[src/include/sector_ecc_pkg.sv]
/*
  Constants and types for the sector check engine: polynomials, field
  lengths, operation codes and state codes.
  Assumes one synchronous clock domain shared by every user of it.
*/
package sector_ecc_pkg;
  localparam logic [15:0] CRC_POLY       = 16'h1021;
  localparam logic [15:0] CRC_INIT       = 16'hffff;
  localparam logic [31:0] ECC_POLY       = 32'h140a0445;
  localparam logic [31:0] ECC_RECIP      = 32'h4440a051;
  localparam logic [31:0] ECC_INIT       = 32'h00000000;
  localparam int          ID_BYTES       = 6;
  localparam int          DATA_BYTES     = 512;
  localparam int          ECC_BYTES      = 4;
  localparam int          BURST_BITS     = 11;
  localparam int          SEARCH_STEPS   = (DATA_BYTES + ECC_BYTES) * 8 + 32;
  localparam int          MAX_RETRIES    = 8;

  typedef enum logic [1:0] {
    OP_ID    = 2'b00,
    OP_WRITE = 2'b01,
    OP_READ  = 2'b10
  } op_kind_t;

  typedef enum logic [2:0] {
    S_IDLE   = 3'b000,
    S_ID     = 3'b001,
    S_DATA   = 3'b010,
    S_APPEND = 3'b011,
    S_SEARCH = 3'b100,
    S_DONE   = 3'b101
  } state_t;
endpackage : sector_ecc_pkg

[src/hdl/sector_ecc.sv]
/*
  Sector check engine: CRC check of ID fields, 32-bit code generation
  and checking of data fields, burst trapping for correction, retry control.
  Assumes the byte stream arrives MSB first from same-clock logic, and that
  the sector buffer applies the reported burst fix itself.
*/
`timescale 1ns/1ps
`default_nettype none
module sector_ecc #(
  parameter int SEARCH_LIMIT = sector_ecc_pkg::SEARCH_STEPS,
  parameter int RETRY_LIMIT  = sector_ecc_pkg::MAX_RETRIES
) (
  input  wire logic                     clock,
  input  wire logic                     sys_rst,
  input  wire logic                     op_start,
  input  wire sector_ecc_pkg::op_kind_t op_kind,
  input  wire logic                     op_long,
  input  wire logic                     retry_enable,
  input  wire logic                     in_valid,
  output logic                          in_ready,
  input  wire logic [7:0]               in_data,
  output logic                          out_valid,
  input  wire logic                     out_ready,
  output logic [7:0]                    out_data,
  output logic                          busy,
  output logic                          op_done,
  output logic                          op_failed,
  output logic                          retry_req,
  output logic                          id_error,
  output logic                          data_error,
  output logic                          burst_fixable,
  output logic                          burst_unfixable,
  output logic [10:0]                   burst_pattern,
  output logic [12:0]                   burst_shift
);
  import sector_ecc_pkg::*;

  // byte-wide CRC step, MSB first
  function automatic logic [15:0] crc_byte(input logic [15:0] r, input logic [7:0] d);
    logic [15:0] c;
    c = r;
    for (int i = 7; i >= 0; i--) begin
      c = (c[15] ^ d[i]) ? ({c[14:0], 1'b0} ^ CRC_POLY) : {c[14:0], 1'b0};
    end
    return c;
  endfunction : crc_byte

  // byte-wide data code step, MSB first
  function automatic logic [31:0] ecc_byte(input logic [31:0] r, input logic [7:0] d);
    logic [31:0] c;
    c = r;
    for (int i = 7; i >= 0; i--) begin
      c = (c[31] ^ d[i]) ? ({c[30:0], 1'b0} ^ ECC_POLY) : {c[30:0], 1'b0};
    end
    return c;
  endfunction : ecc_byte

  function automatic logic [31:0] bitrev32(input logic [31:0] v);
    logic [31:0] o;
    o = '0;
    for (int i = 0; i < 32; i++) begin
      o[i] = v[31-i];
    end
    return o;
  endfunction : bitrev32

  localparam logic [9:0]  ID_LAST   = 10'(ID_BYTES - 1);
  localparam logic [9:0]  DATA_LAST = 10'(DATA_BYTES - 1);
  localparam logic [9:0]  FULL_LAST = 10'(DATA_BYTES + ECC_BYTES - 1);
  localparam logic [9:0]  DATA_LEN  = 10'(DATA_BYTES);
  localparam logic [9:0]  ECC_LAST  = 10'(ECC_BYTES - 1);
  localparam logic [12:0] SRCH_LAST = 13'(SEARCH_LIMIT - 1);
  localparam logic [3:0]  RETRY_MAX = 4'(RETRY_LIMIT);

  state_t      state_ff;
  op_kind_t    kind_ff;
  logic        long_ff;
  logic [9:0]  cnt_ff;
  logic [15:0] crc_ff;
  logic [31:0] ecc_ff;
  logic [31:0] trap_ff;
  logic [12:0] step_ff;
  logic [3:0]  tries_ff;
  logic        err_any;

  // two-entry buffer toward the receiver
  logic [7:0]  buf_mem [2];
  logic        buf_wp_ff;
  logic        buf_rp_ff;
  logic [1:0]  buf_cnt_ff;
  logic        buf_in_ready;
  logic        push;
  logic [7:0]  push_data;
  logic        pop;
  logic        fwd;
  logic        take;
  logic        last_in;
  logic [15:0] nxt_crc;
  logic [31:0] nxt_ecc;
  logic        trapped;
  logic [31:0] trap_rev;

  // forwarding and acceptance; a full buffer stalls only input bytes that are forwarded
  always_comb begin
    fwd = (kind_ff == OP_WRITE) || long_ff || (cnt_ff < DATA_LEN);
    in_ready = (state_ff == S_ID) || ((state_ff == S_DATA) && (!fwd || buf_in_ready));
    take = in_valid && in_ready;
    nxt_crc = crc_byte(crc_ff, in_data);
    nxt_ecc = ecc_byte(ecc_ff, in_data);
    if (state_ff == S_ID) begin
      last_in = (cnt_ff == ID_LAST);
    end else if ((kind_ff == OP_WRITE) && !long_ff) begin
      last_in = (cnt_ff == DATA_LAST);
    end else begin
      last_in = (cnt_ff == FULL_LAST);
    end
    push = (take && fwd && (state_ff == S_DATA)) || ((state_ff == S_APPEND) && buf_in_ready);
    push_data = (state_ff == S_APPEND) ? ecc_ff[31:24] : in_data;
    // burst confined to the top 11 bits (low 21 bits clear)
    trapped = (trap_ff[20:0] == 21'h000000);
    // un-reversed trap: a caught burst sits in bits 10:0, lowest power at bit 0
    trap_rev = bitrev32(trap_ff);
    err_any = id_error || data_error;
  end

  assign buf_in_ready = (buf_cnt_ff != 2'd2);
  assign out_valid    = (buf_cnt_ff != 2'd0);
  assign out_data     = buf_mem[buf_rp_ff];
  assign pop          = out_valid && out_ready;
  assign busy         = (state_ff != S_IDLE);

  // buffer pointers and occupancy
  always_ff @(posedge clock or posedge sys_rst) begin
    if (sys_rst) begin
      buf_wp_ff  <= 1'b0;
      buf_rp_ff  <= 1'b0;
      buf_cnt_ff <= 2'd0;
    end else begin
      if (push) begin
        buf_wp_ff <= ~buf_wp_ff;
      end
      if (pop) begin
        buf_rp_ff <= ~buf_rp_ff;
      end
      buf_cnt_ff <= 2'(buf_cnt_ff + {1'b0, push} - {1'b0, pop});
    end
  end

  // buffer storage, no reset needed since reads are gated by out_valid
  always_ff @(posedge clock) begin
    if (push) begin
      buf_mem[buf_wp_ff] <= push_data;
    end
  end

  // sequencing of one field
  always_ff @(posedge clock or posedge sys_rst) begin
    if (sys_rst) begin
      state_ff <= S_IDLE;
      kind_ff  <= OP_ID;
      long_ff  <= 1'b0;
      cnt_ff   <= 10'h000;
    end else begin
      unique case (state_ff)
        S_IDLE: begin
          if (op_start) begin
            kind_ff  <= op_kind;
            long_ff  <= op_long;
            cnt_ff   <= 10'h000;
            state_ff <= (op_kind == OP_ID) ? S_ID : S_DATA;
          end
        end
        S_ID: begin
          if (take) begin
            cnt_ff <= cnt_ff + 10'h001;
            if (last_in) begin
              state_ff <= S_DONE;
            end
          end
        end
        S_DATA: begin
          if (take) begin
            cnt_ff <= last_in ? 10'h000 : cnt_ff + 10'h001;
            if (last_in) begin
              if (kind_ff == OP_WRITE) begin
                state_ff <= long_ff ? S_DONE : S_APPEND;
              end else if (!long_ff && (nxt_ecc != 32'h00000000)) begin
                state_ff <= S_SEARCH;
              end else begin
                state_ff <= S_DONE;
              end
            end
          end
        end
        S_APPEND: begin
          if (buf_in_ready) begin
            cnt_ff <= cnt_ff + 10'h001;
            if (cnt_ff == ECC_LAST) begin
              state_ff <= S_DONE;
            end
          end
        end
        S_SEARCH: begin
          if (trapped || (step_ff == SRCH_LAST)) begin
            state_ff <= S_DONE;
          end
        end
        S_DONE: begin
          state_ff <= S_IDLE;
        end
        default: begin
          state_ff <= S_IDLE;
        end
      endcase
    end
  end

  // check registers
  always_ff @(posedge clock or posedge sys_rst) begin
    if (sys_rst) begin
      crc_ff <= CRC_INIT;
      ecc_ff <= ECC_INIT;
    end else if ((state_ff == S_IDLE) && op_start) begin
      crc_ff <= CRC_INIT;
      ecc_ff <= ECC_INIT;
    end else if (take && (state_ff == S_ID)) begin
      crc_ff <= nxt_crc;
    end else if (take && (state_ff == S_DATA)) begin
      ecc_ff <= nxt_ecc;
    end else if ((state_ff == S_APPEND) && buf_in_ready) begin
      ecc_ff <= {ecc_ff[23:0], 8'h00};
    end
  end

  // burst trapping: stepping the reversed syndrome forward divides by x
  always_ff @(posedge clock or posedge sys_rst) begin
    if (sys_rst) begin
      trap_ff <= 32'h00000000;
      step_ff <= 13'h0000;
    end else if (take && (state_ff == S_DATA) && last_in) begin
      trap_ff <= bitrev32(nxt_ecc);
      step_ff <= 13'h0000;
    end else if ((state_ff == S_SEARCH) && !trapped) begin
      trap_ff <= trap_ff[31] ? ({trap_ff[30:0], 1'b0} ^ ECC_RECIP) : {trap_ff[30:0], 1'b0};
      step_ff <= step_ff + 13'h0001;
    end
  end

  // result flags, cleared when a new operation begins
  always_ff @(posedge clock or posedge sys_rst) begin
    if (sys_rst) begin
      id_error        <= 1'b0;
      data_error      <= 1'b0;
      burst_fixable   <= 1'b0;
      burst_unfixable <= 1'b0;
      burst_pattern   <= 11'h000;
      burst_shift     <= 13'h0000;
    end else if ((state_ff == S_IDLE) && op_start) begin
      id_error        <= 1'b0;
      data_error      <= 1'b0;
      burst_fixable   <= 1'b0;
      burst_unfixable <= 1'b0;
    end else if (take && (state_ff == S_ID) && last_in) begin
      id_error <= (nxt_crc != 16'h0000);
    end else if (take && (state_ff == S_DATA) && last_in && (kind_ff == OP_READ) && !long_ff) begin
      data_error <= (nxt_ecc != 32'h00000000);
    end else if (state_ff == S_SEARCH) begin
      if (trapped) begin
        burst_fixable <= 1'b1;
        burst_pattern <= trap_rev[10:0];
        burst_shift   <= step_ff;
      end else if (step_ff == SRCH_LAST) begin
        burst_unfixable <= 1'b1;
      end
    end
  end

  // completion and retry decision
  always_ff @(posedge clock or posedge sys_rst) begin
    if (sys_rst) begin
      op_done   <= 1'b0;
      op_failed <= 1'b0;
      retry_req <= 1'b0;
      tries_ff  <= 4'h0;
    end else begin
      op_done   <= 1'b0;
      op_failed <= 1'b0;
      retry_req <= 1'b0;
      if (state_ff == S_DONE) begin
        // retry only when the option is on
        if (err_any && retry_enable && (tries_ff < RETRY_MAX)) begin
          retry_req <= 1'b1;
          tries_ff  <= tries_ff + 4'h1;
        end else begin
          op_done   <= 1'b1;
          op_failed <= err_any;
          tries_ff  <= 4'h0;
        end
      end
    end
  end
endmodule : sector_ecc
`default_nettype wire

[config.mk]
export PLATFORM = sky130hd
export DESIGN_NAME = sector_ecc
export DESIGN_NICKNAME = d
export VERILOG_FILES = /design/src/include/sector_ecc_pkg.sv /design/src/hdl/sector_ecc.sv
export SDC_FILE = /design/constraint.sdc
export NUM_CORES = 1
export LEC_CHECK = 0
export BUFFER_PORTS_ARGS = -buffer_cell sky130_fd_sc_hd__buf_2
export CAP_MARGIN = 20
export CORE_MARGIN = 2
export CORE_UTILIZATION = 55
export CTS_CLUSTER_DIAMETER = 50
export CTS_CLUSTER_SIZE = 24
export DETAILED_ROUTE_END_ITERATION = 7
export GPL_ROUTABILITY_DRIVEN = 0
export GPL_TIMING_DRIVEN = 0
export PLACE_DENSITY_LB_ADDON = 0.2
export SYNTH_ARGS = -nofsm -noshare
export SYNTH_HDL_FRONTEND = slang
export SYNTH_SLANG_ARGS = --single-unit
[constraint.sdc]
create_clock -name clock -period 5.3 [get_ports clock]
set_input_delay 0.265 -clock clock [delete_from_list [all_inputs] [get_ports clock]]
set_output_delay 0.265 -clock clock [all_outputs]
set_load 0.01 [all_outputs]
==> results.sh <==
export IMPL_vias=6430
export IMPL_slowest_delay_ns=0.79
export IMPL_finalHoldViolCount=0
export IMPL_grt_pass1_vias=6382
export IMPL_min_period_over_period_pct=62.55
export IMPL_die_w_um=127.7
export IMPL_tightest_slew_ns=1.126
export IMPL_ys_seq_area_share_pct=49.93
export IMPL_fillers=1236
export IMPL_p_leak_uw=0.004136
export IMPL_startpoint="ecc_ff[24]$_DFFE_PP0P_"
export IMPL_cts_sinks=164
export IMPL_cp_endpoint="state_ff[0]$_DFFE_PP0P_"
export IMPL_overflow=0
export IMPL_worstHoldPathCells=3
export IMPL_drt_met1_wl_mm=8.867
export IMPL_post_route_drc_count=0
export IMPL_crit_required_ns=5.67
export IMPL_cellPowerDensity_nw_per_um2=592.7
export IMPL_start_kind="flip-flop"
export IMPL_clockBufferDepth=2
export IMPL_clkLatencyLatePin_ns=0.43
export IMPL_dpl_hpwl_mm=14.20
export IMPL_regToRegSetupSlack_ns=1.98
export IMPL_grt_max_degree=95
export IMPL_wl_met3_mm=1.075
export IMPL_setup_viol=0
export IMPL_cts_htree_levels=4
export IMPL_dieHeight_um=127.7
export IMPL_endpoint_kind="flip-flop"
export IMPL_drv_slew=0
export IMPL_post_route_worst_setup_slack_ns=1.985
export IMPL_hold_class="in2reg"
export IMPL_drv_cap=0
export IMPL_root_buffer="clkbuf_16"
export IMPL_crit_chain="xor2_1, xnor3_1, mux2i_1, a2111oi_1, nand4_1, o31ai_1, a21o_1"
export IMPL_numPortBuffers=58
export IMPL_grtUsageTotal_pct=25.54
export IMPL_core_sq_um=15090
export IMPL_rr_endpoint="state_ff[0]$_DFFE_PP0P_"
export IMPL_met2WireLength_mm=9.661
export IMPL_cts_resized=0
export IMPL_dr_pass1_iters=7
export IMPL_slew_headroom_pct=24.50
export IMPL_reg2reg_depth=7
export IMPL_r2r_start="ecc_ff[24]$_DFFE_PP0P_"
export IMPL_vias_per_cell=5.899
export IMPL_die_area_sq_um=16310
export IMPL_cpMaxStageDelayCell="xor2_1"
export IMPL_final_area_sq_um=9574
export IMPL_synth_area_leader_cell="dfrtp_1"
export IMPL_antenna_found_initial=0
export IMPL_arrival_ns=3.68
export IMPL_syn_area_sq_um=8419
export IMPL_critical_path_top_delay_family="XOR/XNOR gates"
export IMPL_yosysMostFrequentCell="dfrtp_1"
export IMPL_top_layer="met4"
export IMPL_initial_core_util_pct=55.80
export IMPL_clock_fmax_mhz=301.6
export IMPL_avgRoutedWirePerCell_um=18.28
export IMPL_cts_setup_buffers=0
export IMPL_drive_gt1_share_pct=17.96
export IMPL_synth_edf_count=16
export IMPL_cts_tree="built"
export IMPL_netlist_area_leader_share_pct=39.23
export IMPL_synth_area_top_cells="dfrtp_1, xor2_1, edfxtp_1, mux2_2, xnor2_1"
export IMPL_fin_nets=911
export IMPL_postRouteAntennaNets=0
export IMPL_path_buf_inv=0
export IMPL_clk_pin_slew_ns=0.06
export IMPL_areaGrowthSynthToFinish_pct=13.72
export IMPL_io_pins=59
export IMPL_ys_warn_count=0
export IMPL_async_reset_ff_share_pct=90.24
export IMPL_antenna_cells=0
export IMPL_crit_type="reg2reg"
export IMPL_numCtsBuffers=17
export IMPL_synth_seq_cells=164
export IMPL_first_iter_violations=550
export IMPL_avgSynthCellArea_sq_um=10.39
export IMPL_synth_ff_type="dfrtp_1"
export IMPL_period_needed_ns=3.315
export IMPL_synthDistinctLibCells=62
export IMPL_grt_pass1_wl_mm=32.57
export IMPL_row_count=45
export IMPL_critPathMaxFanout=8
export IMPL_synthCells=810
export IMPL_finClkSkew_ns=0.007536
export IMPL_yosys_top_cells_count="dfrtp_1, nand2_1, nor2_1"
export IMPL_wirelength_mm=19.92
export IMPL_syn_nets=832
export IMPL_status="finished clean"
export IMPL_dp_slack_ns=1.991
export IMPL_cp_depth=7
export IMPL_fin_hold_ws_ns=0.04289
export IMPL_rsz0062_at_grt="no"
export IMPL_placed_cell_area_sq_um=8977
export IMPL_ir_drop_v=0.0002789
==> metal layers <==
| metal | vias up | global-route usage, % |
|---|---|---|
| met4 | 0 | 8.727 |
| met5 | - | 0 |
| met1 | 3156 | 34.92 |
| li1 | 3004 | - |
| met3 | 31 | 4.633 |
| met2 | 239 | 41.49 |
==> per-stage QoR <==
step,util [%],power [uW],std cells,TNS [ns]
global route,63.45,6039,1090,0
detailed placement,59.49,4435,1057,0
CTS,63.45,5673,1090,0
finish,63.45,5675,1090,0
floorplan,-,3795,810,0
global placement,59.28,4343,1056,-53.79
==> tightest hold or removal path, stage by stage <==
cell and delay, ns:
buf_2 0.08, nand2_1 0.04, nand2_1 0.05
==> state kept, by name, indices dropped and copies added, names as in the netlist, 2 cells and up <==
name and count:
step_ff 13, buf_cnt_ff 2, burst_shift 13, tries_ff 4
state_ff 3, trap_ff 32, crc_ff 16, ecc_ff 32
kind_ff 2, cnt_ff 10, buf_mem 16, burst_pattern 11
==> where the power goes <==
| group | leakage, uW | switching [uW] | internal, uW |
|---|---|---|---|
| clock | 0.000278 | 520 | 692 |
| combinational | 0.00186 | 1390 | 987 |
| sequential | 0.00200 | 406 | 1680 |
| total | 0.00414 | 2310 | 3360 |
==> area by class of cell <==
class / count / area, sq um / share of cell area [%]
Buffer: 32 / 121.4 / 1.268
Clock buffer: 19 / 464.2 / 4.848
Clock inverter: 13 / 122.6 / 1.281
Inverter: 11 / 46.29 / 0.4835
Multi-Input combinational cell: 603 / 4053 / 42.33
Sequential cell: 164 / 4204 / 43.91
Tap cell: 188 / 235.2 / 2.457
Timing Repair Buffer: 60 / 327.8 / 3.424
==> worst min path at each step <==
| stage | from | end |
|---|---|---|
| after floorplan | op_kind[0] | kind_ff[0]$_DFFE_PP0P_ |
| after global placement | tries_ff[3]$_DFFE_PP0N_ | tries_ff[3]$_DFFE_PP0N_ |
| after detailed placement | sys_rst | burst_shift[5]$_DFFE_PP0P_ |
| after CTS | op_long | long_ff$_DFFE_PP0P_ |
| after global routing | op_kind[0] | kind_ff[0]$_DFFE_PP0P_ |
| final | op_long | long_ff$_DFFE_PP0P_ |
==> cells in the final DEF (no fill, tap or decap), types with 18 or more instances in the layout <==
| cell | n |
|---|---|
| mux2i_1 | 23 |
| clkbuf_16 | 18 |
| clkbuf_1 | 29 |
| buf_2 | 59 |
| xor2_1 | 59 |
| dfrtp_1 | 132 |
| nand2_1 | 89 |
| mux2_2 | 42 |
| xnor2_1 | 53 |
| o21ai_0 | 39 |
| a21oi_1 | 55 |
| nor2_1 | 83 |
==> timing repair <==
| action | CTS | global route |
|---|---|---|
| setup endpoints to repair | 0 | 0 |
| hold endpoints to repair | 54 | 0 |
| hold buffers | 1 | 0 |
==> cells by family (layout without fill, tap and decap cells) <==
kind of cell | count (synthesis) | count (layout) | synth area share, %
and+or+nand+nor | 261 | 261 | 14.27
DFF | 164 | 164 | 49.93
AOI/OAI and AO/OA | 153 | 153 | 11.32
xor gates and xnor gates | 119 | 119 | 13.45
muxes | 65 | 65 | 8.352
buffers and inverters | 43 | 135 | 1.932
adders and majority gates | 5 | 5 | 0.7431
Power figures use the tool's default switching activity.
